===== config.mk =====
export PLATFORM = sky130hd
export DESIGN_NAME = mcr_regs
export DESIGN_NICKNAME = d
export VERILOG_FILES = /design/src/shared/mcr_pkg.sv /design/src/verilog/mcr_trim.sv /design/src/verilog/mcr_regs.sv
export SDC_FILE = /design/constraint.sdc
export NUM_CORES = 2
export LEC_CHECK = 0
export ABC_AREA = 1
export BUFFER_PORTS_ARGS = -buffer_cell sky130_fd_sc_hd__buf_2
export CELL_PAD_IN_SITES_DETAIL_PLACEMENT = 0
export CELL_PAD_IN_SITES_GLOBAL_PLACEMENT = 2
export CORE_MARGIN = 1.5
export CORE_UTILIZATION = 37
export DETAILED_ROUTE_END_ITERATION = 8
export GPL_TIMING_DRIVEN = 0
export PLACE_DENSITY_LB_ADDON = 0.1
export SLEW_MARGIN = 0
export SYNTH_ARGS = -nofsm -noshare
export SYNTH_HDL_FRONTEND = slang
export SYNTH_HIERARCHICAL = 1
export SYNTH_SLANG_ARGS = --single-unit

===== constraint.sdc =====
create_clock -name mclk -period 12.8 [get_ports mclk]
set_input_delay 1.28 -clock mclk [delete_from_list [all_inputs] [get_ports mclk]]
set_output_delay 1.28 -clock mclk [all_outputs]
set_load 0.02 [all_outputs]

===== src/shared/mcr_pkg.sv =====
/*
 Constants for the metering calibration and control register bank:
 register indices, field positions, reset values and timing counts.
 Assumes a 50 MHz system clock and 32-bit AXI4-Lite register access.
*/
package mcr_pkg;
   localparam longint CLK_HZ = 50_000_000;

   // Register index; byte address is four times the index
   localparam logic [5:0] IDX_A_RMS_OFF = 6'h0E;
   localparam logic [5:0] IDX_B_RMS_OFF = 6'h0F;
   localparam logic [5:0] IDX_B_GAIN = 6'h10;
   localparam logic [5:0] IDX_CPW_LOW = 6'h11;
   localparam logic [5:0] IDX_CPW_HIGH = 6'h12;
   localparam logic [5:0] IDX_CTRL_TWO = 6'h17;
   localparam logic [5:0] IDX_ENERGY_ACC = 6'h2B;
   localparam logic [5:0] IDX_ENERGY_SEC = 6'h2C;
   localparam logic [5:0] IDX_DC_U = 6'h30;
   localparam logic [5:0] IDX_DC_A = 6'h31;
   localparam logic [5:0] IDX_DC_B = 6'h32;
   localparam logic [5:0] IDX_CPW_VALUE = 6'h33;

   localparam logic [15:0] RST_TRIM = 16'h0000;
   localparam logic [15:0] RST_CPW = 16'h0000;
   localparam logic [15:0] RST_CTRL = 16'h0000;
   localparam logic [19:0] RST_DC = 20'h00000;

   // Control word fields; reserved bits 15:14, 11:10 and 3:0 are held at zero
   localparam logic [15:0] CTL_WMASK = 16'h33F0;
   localparam int CTL_FREQ_LO = 12;
   localparam int CTL_PHB_LSB = 9;
   localparam int CTL_PHA_LSB = 8;
   localparam int CTL_RATE = 7;
   localparam int CTL_ZX = 6;
   localparam int CTL_SRC_LO = 4;

   localparam logic [5:0] FREQ_CYC_00 = 6'h20;
   localparam logic [5:0] FREQ_CYC_01 = 6'h04;
   localparam logic [5:0] FREQ_CYC_10 = 6'h08;
   localparam logic [5:0] FREQ_CYC_11 = 6'h10;

   typedef enum logic [1:0] {
      SRC_REACTIVE = 2'b00,
      SRC_SUM_AB = 2'b01,
      SRC_CUSTOM = 2'b10,
      SRC_ACTIVE_B = 2'b11
   } mcr_src_t;

   // Refresh rates in milli-hertz and their periods in clock cycles
   localparam longint REFRESH_SLOW_MHZ = 3495;
   localparam longint REFRESH_FAST_MHZ = 13982;
   localparam int REFRESH_SLOW_CYC = int'(CLK_HZ * 1000 / REFRESH_SLOW_MHZ);
   localparam int REFRESH_FAST_CYC = int'(CLK_HZ * 1000 / REFRESH_FAST_MHZ);

   localparam int GAIN_SHIFT = 15;
   localparam logic [1:0] RESP_OKAY = 2'b00;
   localparam logic [1:0] RESP_SLVERR = 2'b10;
endpackage


===== src/verilog/mcr_trim.sv =====
/*
 Combinational trim datapath: RMS offsets, channel-B gain correction and
 the three DC-offset corrections. Assumes its caller registers the results.
*/
`timescale 1ns/1ps
module mcr_trim import mcr_pkg::*; (
   input wire logic [23:0] rms_a_raw,
   input wire logic [23:0] rms_b_raw,
   input wire logic [15:0] a_rms_off,
   input wire logic [15:0] b_rms_off,
   input wire logic [23:0] current_b_raw,
   input wire logic [15:0] b_gain,
   input wire logic hpf_disabled,
   input wire logic [23:0] adc_u_raw,
   input wire logic [23:0] adc_a_raw,
   input wire logic [23:0] adc_b_raw,
   input wire logic [19:0] dc_u,
   input wire logic [19:0] dc_a,
   input wire logic [19:0] dc_b,
   output logic [23:0] rms_a_corr,
   output logic [23:0] rms_b_corr,
   output logic [23:0] current_b_corr,
   output logic [23:0] adc_u_corr,
   output logic [23:0] adc_a_corr,
   output logic [23:0] adc_b_corr
);
   logic signed [39:0] gain_prod;
   logic [23:0] adc_in [3];
   logic [19:0] dc_off [3];
   logic [23:0] adc_out [3];

   // Offsets are sign-extended two's complement
   assign rms_a_corr = rms_a_raw + {{8{a_rms_off[15]}}, a_rms_off};
   assign rms_b_corr = rms_b_raw + {{8{b_rms_off[15]}}, b_rms_off};

   // Gain is a signed fraction of 2^15, so the shift is the normalisation
   assign gain_prod = $signed(current_b_raw) * $signed(b_gain);
   assign current_b_corr = current_b_raw + gain_prod[GAIN_SHIFT+23:GAIN_SHIFT];

   assign adc_in[0] = adc_u_raw;
   assign adc_in[1] = adc_a_raw;
   assign adc_in[2] = adc_b_raw;
   assign dc_off[0] = dc_u;
   assign dc_off[1] = dc_a;
   assign dc_off[2] = dc_b;
   for (genvar c = 0; c < 3; c++) begin : g_dc
      assign adc_out[c] = hpf_disabled ? adc_in[c] - {{4{dc_off[c][19]}}, dc_off[c]} : adc_in[c];
   end
   assign adc_u_corr = adc_out[0];
   assign adc_a_corr = adc_out[1];
   assign adc_b_corr = adc_out[2];
endmodule


===== src/verilog/mcr_regs.sv =====
/*
 Metering calibration and control register bank with an AXI4-Lite slave,
 trim outputs, custom energy integration and refresh timing.
 Assumes measurement data and sample_stb are synchronous to mclk.
*/
// What this block does
// - Hold and apply per-channel current RMS offsets
// - RMS offsets are two's complement, bit 15 sign
// - Channel-B gain normalised to signed fraction
// - Corrected B current equals raw plus raw-times-gain
// - Custom power is signed high:low 32 bits
// - Custom power source integrates, counts energy, pulses
// - Three 20-bit DC offsets when filter off
// - Bits 13:12 pick frequency period 32/4/8/16
// - Bit 9 is extra phase-B trim LSB
// - Bit 8 is extra phase-A trim LSB
// - Bit 7 picks refresh 3.495 or 13.982 Hz
// - Bit 6 picks raw or filtered zero-cross source
// - Bits 5:4 pick custom energy source
// - Source code 11 selects channel-B active power
`timescale 1ns/1ps
module mcr_regs import mcr_pkg::*; #(
   parameter int REFRESH_SLOW = REFRESH_SLOW_CYC,
   parameter int REFRESH_FAST = REFRESH_FAST_CYC
) (
   input wire logic mclk,
   input wire logic rstn,
   input wire logic [7:0] s_axi_awaddr,
   input wire logic s_axi_awvalid,
   output logic s_axi_awready,
   input wire logic [31:0] s_axi_wdata,
   input wire logic [3:0] s_axi_wstrb,
   input wire logic s_axi_wvalid,
   output logic s_axi_wready,
   output logic [1:0] s_axi_bresp,
   output logic s_axi_bvalid,
   input wire logic s_axi_bready,
   input wire logic [7:0] s_axi_araddr,
   input wire logic s_axi_arvalid,
   output logic s_axi_arready,
   output logic [31:0] s_axi_rdata,
   output logic [1:0] s_axi_rresp,
   output logic s_axi_rvalid,
   input wire logic s_axi_rready,
   input wire logic sample_stb,
   input wire logic [23:0] rms_a_raw,
   input wire logic [23:0] rms_b_raw,
   input wire logic [23:0] current_b_raw,
   input wire logic hpf_disabled,
   input wire logic [23:0] adc_u_raw,
   input wire logic [23:0] adc_a_raw,
   input wire logic [23:0] adc_b_raw,
   input wire logic [23:0] volt_raw,
   input wire logic [23:0] volt_lpf,
   input wire logic [31:0] reactive_power,
   input wire logic [31:0] active_a_power,
   input wire logic [31:0] active_b_power,
   input wire logic [31:0] pulse_const,
   input wire logic [7:0] phase_a_trim,
   input wire logic [7:0] phase_b_trim,
   output logic [23:0] rms_a_out,
   output logic [23:0] rms_b_out,
   output logic [23:0] current_b_out,
   output logic [23:0] adc_u_out,
   output logic [23:0] adc_a_out,
   output logic [23:0] adc_b_out,
   output logic [5:0] frequency_period_cycles,
   output logic [8:0] phase_a_fine,
   output logic [8:0] phase_b_fine,
   output logic refresh_rate_select,
   output logic refresh_tick,
   output logic [23:0] zero_cross_sample,
   output logic secondary_pulse_output
);
   logic awready_reg, wready_reg, bvalid_reg, arready_reg, rvalid_reg;
   logic aw_full_reg, w_full_reg;
   logic [5:0] aw_idx_reg;
   logic [31:0] wdata_reg;
   logic [3:0] wstrb_reg;
   logic [1:0] bresp_reg, rresp_reg;
   logic [31:0] rdata_reg;
   logic [15:0] a_rms_off_reg, b_rms_off_reg, b_gain_reg;
   logic [15:0] cpw_low_reg, cpw_high_reg, ctrl_reg;
   logic hi_pending_reg;
   logic [31:0] custom_power_value_reg;
   logic [19:0] dc_u_reg, dc_a_reg, dc_b_reg;
   logic signed [33:0] energy_acc_reg;
   logic [31:0] custom_energy_accumulator_reg, custom_energy_second_reg;
   logic pulse_reg;
   logic [23:0] refresh_cnt_reg;
   logic tick_reg;
   logic [23:0] rms_a_reg, rms_b_reg, ib_reg, adc_u_reg, adc_a_reg, adc_b_reg, zx_reg;
   logic [5:0] freq_reg;
   logic [8:0] pha_reg, phb_reg;

   wire aw_take = s_axi_awvalid & awready_reg;
   wire w_take = s_axi_wvalid & wready_reg;
   wire ar_take = s_axi_arvalid & arready_reg;
   wire do_write = aw_full_reg & w_full_reg & ~bvalid_reg;
   wire [5:0] rd_idx = s_axi_araddr[7:2];
   wire [31:0] bit_en = {{8{wstrb_reg[3]}}, {8{wstrb_reg[2]}}, {8{wstrb_reg[1]}}, {8{wstrb_reg[0]}}};
   wire [31:0] wnew = wdata_reg & bit_en;
   wire we_a_off = do_write && aw_idx_reg == IDX_A_RMS_OFF;
   wire we_b_off = do_write && aw_idx_reg == IDX_B_RMS_OFF;
   wire we_gain = do_write && aw_idx_reg == IDX_B_GAIN;
   wire we_low = do_write && aw_idx_reg == IDX_CPW_LOW;
   wire we_high = do_write && aw_idx_reg == IDX_CPW_HIGH;
   wire we_ctrl = do_write && aw_idx_reg == IDX_CTRL_TWO;
   wire we_dc_u = do_write && aw_idx_reg == IDX_DC_U;
   wire we_dc_a = do_write && aw_idx_reg == IDX_DC_A;
   wire we_dc_b = do_write && aw_idx_reg == IDX_DC_B;
   wire wr_ro = aw_idx_reg == IDX_ENERGY_ACC || aw_idx_reg == IDX_ENERGY_SEC || aw_idx_reg == IDX_CPW_VALUE;
   wire wr_ok = we_a_off | we_b_off | we_gain | we_low | we_high | we_ctrl | we_dc_u | we_dc_a | we_dc_b | wr_ro;
   wire [15:0] low16_next = (cpw_low_reg & ~bit_en[15:0]) | wnew[15:0];
   wire [15:0] ctrl_next = ((ctrl_reg & ~bit_en[15:0]) | wnew[15:0]) & CTL_WMASK;
   wire rd_sec = ar_take && rd_idx == IDX_ENERGY_SEC;

   // Byte-lane merge for a 16-bit register
   function automatic logic [15:0] merge16(input logic [15:0] old, input logic [31:0] en, input logic [31:0] nw);
      merge16 = (old & ~en[15:0]) | nw[15:0];
   endfunction

   function automatic logic [19:0] merge20(input logic [19:0] old, input logic [31:0] en, input logic [31:0] nw);
      merge20 = (old & ~en[19:0]) | nw[19:0];
   endfunction

   // AXI4-Lite write channel; address and data may arrive in either order
   always_ff @(posedge mclk or negedge rstn) begin
      if (!rstn) begin
         awready_reg <= 1'b1;
         wready_reg <= 1'b1;
         aw_full_reg <= 1'b0;
         w_full_reg <= 1'b0;
         bvalid_reg <= 1'b0;
         bresp_reg <= RESP_OKAY;
         aw_idx_reg <= 6'h00;
         wdata_reg <= 32'h00000000;
         wstrb_reg <= 4'h0;
      end else begin
         if (aw_take) begin
            aw_full_reg <= 1'b1;
            awready_reg <= 1'b0;
            aw_idx_reg <= s_axi_awaddr[7:2];
         end
         if (w_take) begin
            w_full_reg <= 1'b1;
            wready_reg <= 1'b0;
            wdata_reg <= s_axi_wdata;
            wstrb_reg <= s_axi_wstrb;
         end
         if (do_write) begin
            aw_full_reg <= 1'b0;
            w_full_reg <= 1'b0;
            bvalid_reg <= 1'b1;
            bresp_reg <= wr_ok ? RESP_OKAY : RESP_SLVERR;
         end else if (bvalid_reg && s_axi_bready) begin
            bvalid_reg <= 1'b0;
            awready_reg <= 1'b1;
            wready_reg <= 1'b1;
         end
      end
   end

   logic [31:0] rdata_next;
   // Read channel; one cycle from address to data
   always_comb begin
      case (rd_idx)
         IDX_A_RMS_OFF: rdata_next = {16'h0000, a_rms_off_reg};
         IDX_B_RMS_OFF: rdata_next = {16'h0000, b_rms_off_reg};
         IDX_B_GAIN: rdata_next = {16'h0000, b_gain_reg};
         IDX_CPW_LOW: rdata_next = {16'h0000, cpw_low_reg};
         IDX_CPW_HIGH: rdata_next = {16'h0000, cpw_high_reg};
         IDX_CTRL_TWO: rdata_next = {16'h0000, ctrl_reg};
         IDX_ENERGY_ACC: rdata_next = custom_energy_accumulator_reg;
         IDX_ENERGY_SEC: rdata_next = custom_energy_second_reg;
         IDX_DC_U: rdata_next = {12'h000, dc_u_reg};
         IDX_DC_A: rdata_next = {12'h000, dc_a_reg};
         IDX_DC_B: rdata_next = {12'h000, dc_b_reg};
         IDX_CPW_VALUE: rdata_next = custom_power_value_reg;
         default: rdata_next = 32'h00000000;
      endcase
   end
   wire rd_hit = rdata_ok(rd_idx);

   function automatic logic rdata_ok(input logic [5:0] i);
      rdata_ok = (i >= IDX_A_RMS_OFF && i <= IDX_CPW_HIGH) || i == IDX_CTRL_TWO || i == IDX_ENERGY_ACC
         || i == IDX_ENERGY_SEC || (i >= IDX_DC_U && i <= IDX_CPW_VALUE);
   endfunction

   always_ff @(posedge mclk or negedge rstn) begin
      if (!rstn) begin
         arready_reg <= 1'b1;
         rvalid_reg <= 1'b0;
         rdata_reg <= 32'h00000000;
         rresp_reg <= RESP_OKAY;
      end else if (ar_take) begin
         arready_reg <= 1'b0;
         rvalid_reg <= 1'b1;
         rdata_reg <= rdata_next;
         rresp_reg <= rd_hit ? RESP_OKAY : RESP_SLVERR;
      end else if (rvalid_reg && s_axi_rready) begin
         rvalid_reg <= 1'b0;
         arready_reg <= 1'b1;
      end
   end

   // Register file
   always_ff @(posedge mclk or negedge rstn) begin
      if (!rstn) begin
         a_rms_off_reg <= RST_TRIM;
         b_rms_off_reg <= RST_TRIM;
         b_gain_reg <= RST_TRIM;
         cpw_low_reg <= RST_CPW;
         cpw_high_reg <= RST_CPW;
         ctrl_reg <= RST_CTRL;
         dc_u_reg <= RST_DC;
         dc_a_reg <= RST_DC;
         dc_b_reg <= RST_DC;
      end else begin
         if (we_a_off) a_rms_off_reg <= merge16(a_rms_off_reg, bit_en, wnew);
         if (we_b_off) b_rms_off_reg <= merge16(b_rms_off_reg, bit_en, wnew);
         if (we_gain) b_gain_reg <= merge16(b_gain_reg, bit_en, wnew);
         if (we_low) cpw_low_reg <= low16_next;
         if (we_high) cpw_high_reg <= merge16(cpw_high_reg, bit_en, wnew);
         if (we_ctrl) ctrl_reg <= ctrl_next;
         if (we_dc_u) dc_u_reg <= merge20(dc_u_reg, bit_en, wnew);
         if (we_dc_a) dc_a_reg <= merge20(dc_a_reg, bit_en, wnew);
         if (we_dc_b) dc_b_reg <= merge20(dc_b_reg, bit_en, wnew);
      end
   end

   // The 32-bit value changes only on a low write that follows a high write,
   // so the integrator never sees a torn half-updated value
   always_ff @(posedge mclk or negedge rstn) begin
      if (!rstn) begin
         hi_pending_reg <= 1'b0;
         custom_power_value_reg <= {RST_CPW, RST_CPW};
      end else if (we_high) begin
         hi_pending_reg <= 1'b1;
      end else if (we_low) begin
         hi_pending_reg <= 1'b0;
         if (hi_pending_reg) custom_power_value_reg <= {cpw_high_reg, low16_next};
      end
   end

   // Custom energy integration
   wire [1:0] src_sel = ctrl_reg[CTL_SRC_LO+1:CTL_SRC_LO];
   wire [33:0] ext_q = {{2{reactive_power[31]}}, reactive_power};
   wire [33:0] ext_a = {{2{active_a_power[31]}}, active_a_power};
   wire [33:0] ext_b = {{2{active_b_power[31]}}, active_b_power};
   wire [33:0] ext_c = {{2{custom_power_value_reg[31]}}, custom_power_value_reg};
   wire [33:0] ext_pc = {2'b00, pulse_const};
   wire [33:0] sel_power = src_sel == SRC_REACTIVE ? ext_q :
      src_sel == SRC_SUM_AB ? ext_a + ext_b :
      src_sel == SRC_CUSTOM ? ext_c : ext_b;
   wire signed [33:0] acc_sum = energy_acc_reg + $signed(sel_power);
   wire pos_fire = pulse_const != 32'h00000000 && acc_sum >= $signed(ext_pc);
   wire neg_fire = pulse_const != 32'h00000000 && acc_sum <= -$signed(ext_pc);
   wire fire = sample_stb && (pos_fire || neg_fire);

   always_ff @(posedge mclk or negedge rstn) begin
      if (!rstn) begin
         energy_acc_reg <= 34'sh000000000;
         pulse_reg <= 1'b0;
         custom_energy_accumulator_reg <= 32'h00000000;
         custom_energy_second_reg <= 32'h00000000;
      end else begin
         pulse_reg <= fire;
         if (sample_stb) begin
            energy_acc_reg <= pos_fire ? acc_sum - $signed(ext_pc) : neg_fire ? acc_sum + $signed(ext_pc) : acc_sum;
         end
         if (fire) custom_energy_accumulator_reg <= custom_energy_accumulator_reg + 32'h00000001;
         // A pulse in the cycle of a clearing read is kept, not lost
         if (fire) begin
            custom_energy_second_reg <= rd_sec ? 32'h00000001 : custom_energy_second_reg + 32'h00000001;
         end else if (rd_sec) begin
            custom_energy_second_reg <= 32'h00000000;
         end
      end
   end

   // Refresh timer; a rate change takes effect within the current period
   wire [23:0] refresh_limit = ctrl_reg[CTL_RATE] ? 24'(REFRESH_FAST - 1) : 24'(REFRESH_SLOW - 1);
   wire refresh_end = refresh_cnt_reg >= refresh_limit;

   always_ff @(posedge mclk or negedge rstn) begin
      if (!rstn) begin
         refresh_cnt_reg <= 24'h000000;
         tick_reg <= 1'b0;
      end else begin
         refresh_cnt_reg <= refresh_end ? 24'h000000 : refresh_cnt_reg + 24'h000001;
         tick_reg <= refresh_end;
      end
   end

   logic [23:0] rms_a_w, rms_b_w, ib_w, adc_u_w, adc_a_w, adc_b_w;

   mcr_trim u_trim (
      .rms_a_raw(rms_a_raw),
      .rms_b_raw(rms_b_raw),
      .a_rms_off(a_rms_off_reg),
      .b_rms_off(b_rms_off_reg),
      .current_b_raw(current_b_raw),
      .b_gain(b_gain_reg),
      .hpf_disabled(hpf_disabled),
      .adc_u_raw(adc_u_raw),
      .adc_a_raw(adc_a_raw),
      .adc_b_raw(adc_b_raw),
      .dc_u(dc_u_reg),
      .dc_a(dc_a_reg),
      .dc_b(dc_b_reg),
      .rms_a_corr(rms_a_w),
      .rms_b_corr(rms_b_w),
      .current_b_corr(ib_w),
      .adc_u_corr(adc_u_w),
      .adc_a_corr(adc_a_w),
      .adc_b_corr(adc_b_w)
   );

   wire [1:0] freq_code = ctrl_reg[CTL_FREQ_LO+1:CTL_FREQ_LO];
   wire [5:0] freq_next = freq_code == 2'b00 ? FREQ_CYC_00 : freq_code == 2'b01 ? FREQ_CYC_01 :
      freq_code == 2'b10 ? FREQ_CYC_10 : FREQ_CYC_11;

   // Output stage; RMS results move only on a refresh tick
   always_ff @(posedge mclk or negedge rstn) begin
      if (!rstn) begin
         rms_a_reg <= 24'h000000;
         rms_b_reg <= 24'h000000;
         ib_reg <= 24'h000000;
         adc_u_reg <= 24'h000000;
         adc_a_reg <= 24'h000000;
         adc_b_reg <= 24'h000000;
         zx_reg <= 24'h000000;
         freq_reg <= FREQ_CYC_00;
         pha_reg <= 9'h000;
         phb_reg <= 9'h000;
      end else begin
         if (refresh_end) begin
            rms_a_reg <= rms_a_w;
            rms_b_reg <= rms_b_w;
         end
         if (sample_stb) begin
            ib_reg <= ib_w;
            adc_u_reg <= adc_u_w;
            adc_a_reg <= adc_a_w;
            adc_b_reg <= adc_b_w;
         end
         zx_reg <= ctrl_reg[CTL_ZX] ? volt_lpf : volt_raw;
         freq_reg <= freq_next;
         pha_reg <= {phase_a_trim, ctrl_reg[CTL_PHA_LSB]};
         phb_reg <= {phase_b_trim, ctrl_reg[CTL_PHB_LSB]};
      end
   end

   assign s_axi_awready = awready_reg;
   assign s_axi_wready = wready_reg;
   assign s_axi_bvalid = bvalid_reg;
   assign s_axi_bresp = bresp_reg;
   assign s_axi_arready = arready_reg;
   assign s_axi_rvalid = rvalid_reg;
   assign s_axi_rdata = rdata_reg;
   assign s_axi_rresp = rresp_reg;
   assign rms_a_out = rms_a_reg;
   assign rms_b_out = rms_b_reg;
   assign current_b_out = ib_reg;
   assign adc_u_out = adc_u_reg;
   assign adc_a_out = adc_a_reg;
   assign adc_b_out = adc_b_reg;
   assign frequency_period_cycles = freq_reg;
   assign phase_a_fine = pha_reg;
   assign phase_b_fine = phb_reg;
   assign refresh_rate_select = ctrl_reg[CTL_RATE];
   assign refresh_tick = tick_reg;
   assign zero_cross_sample = zx_reg;
   assign secondary_pulse_output = pulse_reg;
endmodule


==> results.json <==
{
  "pwr_density_cell_mw_per_mm2": 261,
  "timing.fmax_mhz": 111,
  "netlist.area_leader.share": 0.242,
  "synth_compound_area_frac": 0.132,
  "final-max-slew-violation-count": 0,
  "cts_buffers": 72,
  "synth_top_family_by_area": "simple AND/OR/NAND/NOR gates",
  "drt_iter0_drc": 4716,
  "ys_async_sr_fraction": 1.00,
  "hold_violations": 0,
  "required_ps": 13400,
  "ant_nets": 0,
  "synth_cells": 8174,
  "cp-start-kind": "primary input",
  "dpl-instance-area_mm2": 0.0639,
  "area_growth_pct": 14.3,
  "cts.path.max_buffers": 3,
  "post-route-period-util": 0.706,
  "clk_pin_slew_worst_paths_ps": 60,
  "tightest_slew_ps": 1280,
  "status": "finished clean",
  "layout-drive-gt1-share": 0.104,
  "dp_slack_ps": 3130,
  "switching_share": 0.569,
  "fp.dieH_um": 399,
  "cts_hold_buf": 0,
  "final_cell_area_mm2": 0.0664,
  "met3_usage": 0.0524,
  "drtPass1Iterations": 6,
  "clock_skew_ps": 52.3,
  "ys_ff_latch": 565,
  "start_util": 0.373,
  "cts_max_level": 3,
  "ys_seq_area_frac": 0.243,
  "yosys.area.top_type": "dfrtp_1",
  "rows": 145,
  "ios": 633,
  "overflow": 0,
  "post_cts_resized": 0,
  "maxCapViolCount": 0,
  "wl_um": 250000,
  "critPathKind": "in2reg",
  "cts_tree": "done",
  "post_cts_buffers": 0,
  "p_clk_frac": 0.124,
  "ys_top_cells_by_count": "nand2_1 (2307), inv_1 (1357), o21ai_0 (562)",
  "dp_hpwl_um": 212000,
  "yosys-top-cells-area": "dfrtp_1 (24%), nand2_1 (15%), fa_1 (13%)",
  "worst_slack_ps": 3760,
  "intPower_uw": 7480,
  "slew_headroom": 0.142,
  "ys.flop_type": "dfrtp_1",
  "root_buffer": "clkbuf_16",
  "yosysMostFrequentCell": "nand2_1",
  "fp.dieW_um": 399,
  "viasPerCell": 5.21,
  "irDropWorstVdd_uv": 267,
  "finalCriticalPeriod_ps": 9040,
  "pwr-share-seq": 0.147,
  "cts_sinks": 565,
  "synthesis.area_mm2": 0.0581,
  "synthAdderAreaFrac": 0.219,
  "num-fill-cells": 16700,
  "synth_edf_count": 0,
  "switching_power_uw": 9870,
  "finalPower_uw": 17400,
  "met1_usage": 0.437,
  "hold_class": "reg2reg",
  "via_count": 57200,
  "end_kind": "flip-flop",
  "die-area_mm2": 0.159,
  "synth.avg_cell_area_um2": 7.11,
  "crit_path_top_delay_cell": "clkbuf_1",
  "gp_congestion": 0.969,
  "arrival_ps": 9640,
  "grt_busiest_layer": "met2",
  "yosys.area_share.xor_xnor": 0.0432,
  "cp_max_fo": 10,
  "slowest_delay_ps": 560,
  "insertion_delay_ps": 720,
  "drc_errors": 0,
  "rsz0062_at_grt": "no",
  "grt_pass1_vias": 56300,
  "grt_usage": 0.311,
  "combinationalPowerShare": 0.728,
  "grt_pass1_wl_um": 368000,
  "nNetsFinal": 10100,
  "antenna_found_initial": 20,
  "core_mm2": 0.156,
  "synth-simple-area-share": 0.252,
  "yosysUniqueCellTypes": 67,
  "finalSetupViolCount": 0,
  "grt_max_degree": 106,
  "met2_usage": 0.489,
  "port-buffer-count": 609,
  "synth_mux_area_frac": 0,
  "p_leak_uw": 0.0343,
  "cpMostUsedCell": "nand2_1",
  "avgRoutedWirePerCell_um": 22.7,
  "synth.yosys.warnings": 6
}
[power groups by stage]
stage	Combinational [uW]	Clock, uW	Sequential, uW
finish	12600	2150	2560
global route	14000	2270	2590
CTS	12600	2200	2550
detailed placement	12500	0	2580
global placement	12500	0	2580
floorplan	8280	0	2500
[path summary, 6_finish.rpt]
| path | depth (start not counted) | to | from | slack (ps) |
|---|---|---|---|---|
| max | 33 | current_b_out[23]$_DFFE_PN0P_ | current_b_raw[10] | 3760 |
| min | 0 | phase_a_fine[0]$_DFF_PN0_ | flip-flop | 390 |
| max reg2reg | 38 | current_b_out[23]$_DFFE_PN0P_ | flip-flop | 3980 |
| min reg2reg | 0 | phase_a_fine[0]$_DFF_PN0_ | flip-flop | 390 |
| max in group asynchronous | 3 | s_axi_rdata[30]$_DFFE_PN0P_ | rstn | 10710 |
| min in group asynchronous | 1 | adc_b_out[20]$_DFFE_PN0P_ | rstn | 540 |
[layout by cell type, fill, tap and decap left out, drive strengths merged, types with 50 or more instances in the layout]
cell / n
nand3: 336
nand2: 2337
nor3: 126
buf: 667
xnor2: 71
or2: 50
nand4: 70
a221oi: 54
a21oi: 419
o21ai: 651
dfrtp: 561
inv: 1389
nor2: 509
ha: 415
xor2: 216
clkbuf: 300
fa: 377
[critical path: cells and delay by family]
family	cells	cell delay, ps
buffers and inverters	8	1560
XOR/XNOR	1	360
AO/OA/AOI/OAI	4	1090
AND/OR/NAND/NOR	12	1560
adder cells (fa/ha/maj)	8	3780
[cells by family (layout without fill, tap and decap cells)]
kind of cell / count (synthesis) / count (layout)
xor gates and xnor gates: 287 / 287
adders and majority gates: 792 / 792
and+or+nand+nor: 3517 / 3517
AOI/OAI and AO/OA: 1367 / 1367
buffers and inverters: 1645 / 2390
DFF: 565 / 565
other: 1 / 12
[final cells by class]
| class | count | area, um2 | share of cell area |
|---|---|---|---|
| clock buffer | 94 | 2000 | 0.0302 |
| sequential | 565 | 14100 | 0.213 |
| antenna | 8 | 20.0 | 0.000301 |
| multi-input combinational | 5967 | 37600 | 0.566 |
| timing repair buffer | 615 | 3220 | 0.0485 |
| clock inverter | 36 | 473 | 0.00712 |
| tap | 2058 | 2570 | 0.0388 |
| inverter | 1387 | 5210 | 0.0785 |
| buffer | 258 | 1170 | 0.0177 |
[routing by layer]
metal	vias up	share of wire
met4	4	0.033
li1	27400	-
met3	297	0.070
met5	-	0.000072
met1	27700	0.45
met2	1871	0.44
[stage by stage]
step | std cells | TNS (ps) | hold slack [ps] | util
6_report | 11000 | 0 | 386 | 0.426
5_1_grt | 11000 | 0 | 395 | 0.426
4_1_cts | 11000 | 0 | 389 | 0.426
3_5_place_dp | 10900 | 0 | 370 | 0.410
3_3_place_gp | 10800 | -1019540 | 374 | 0.409
2_1_floorplan | 8177 | 0 | 354 | -
No activity file was read; power rests on OpenSTA's default activity.
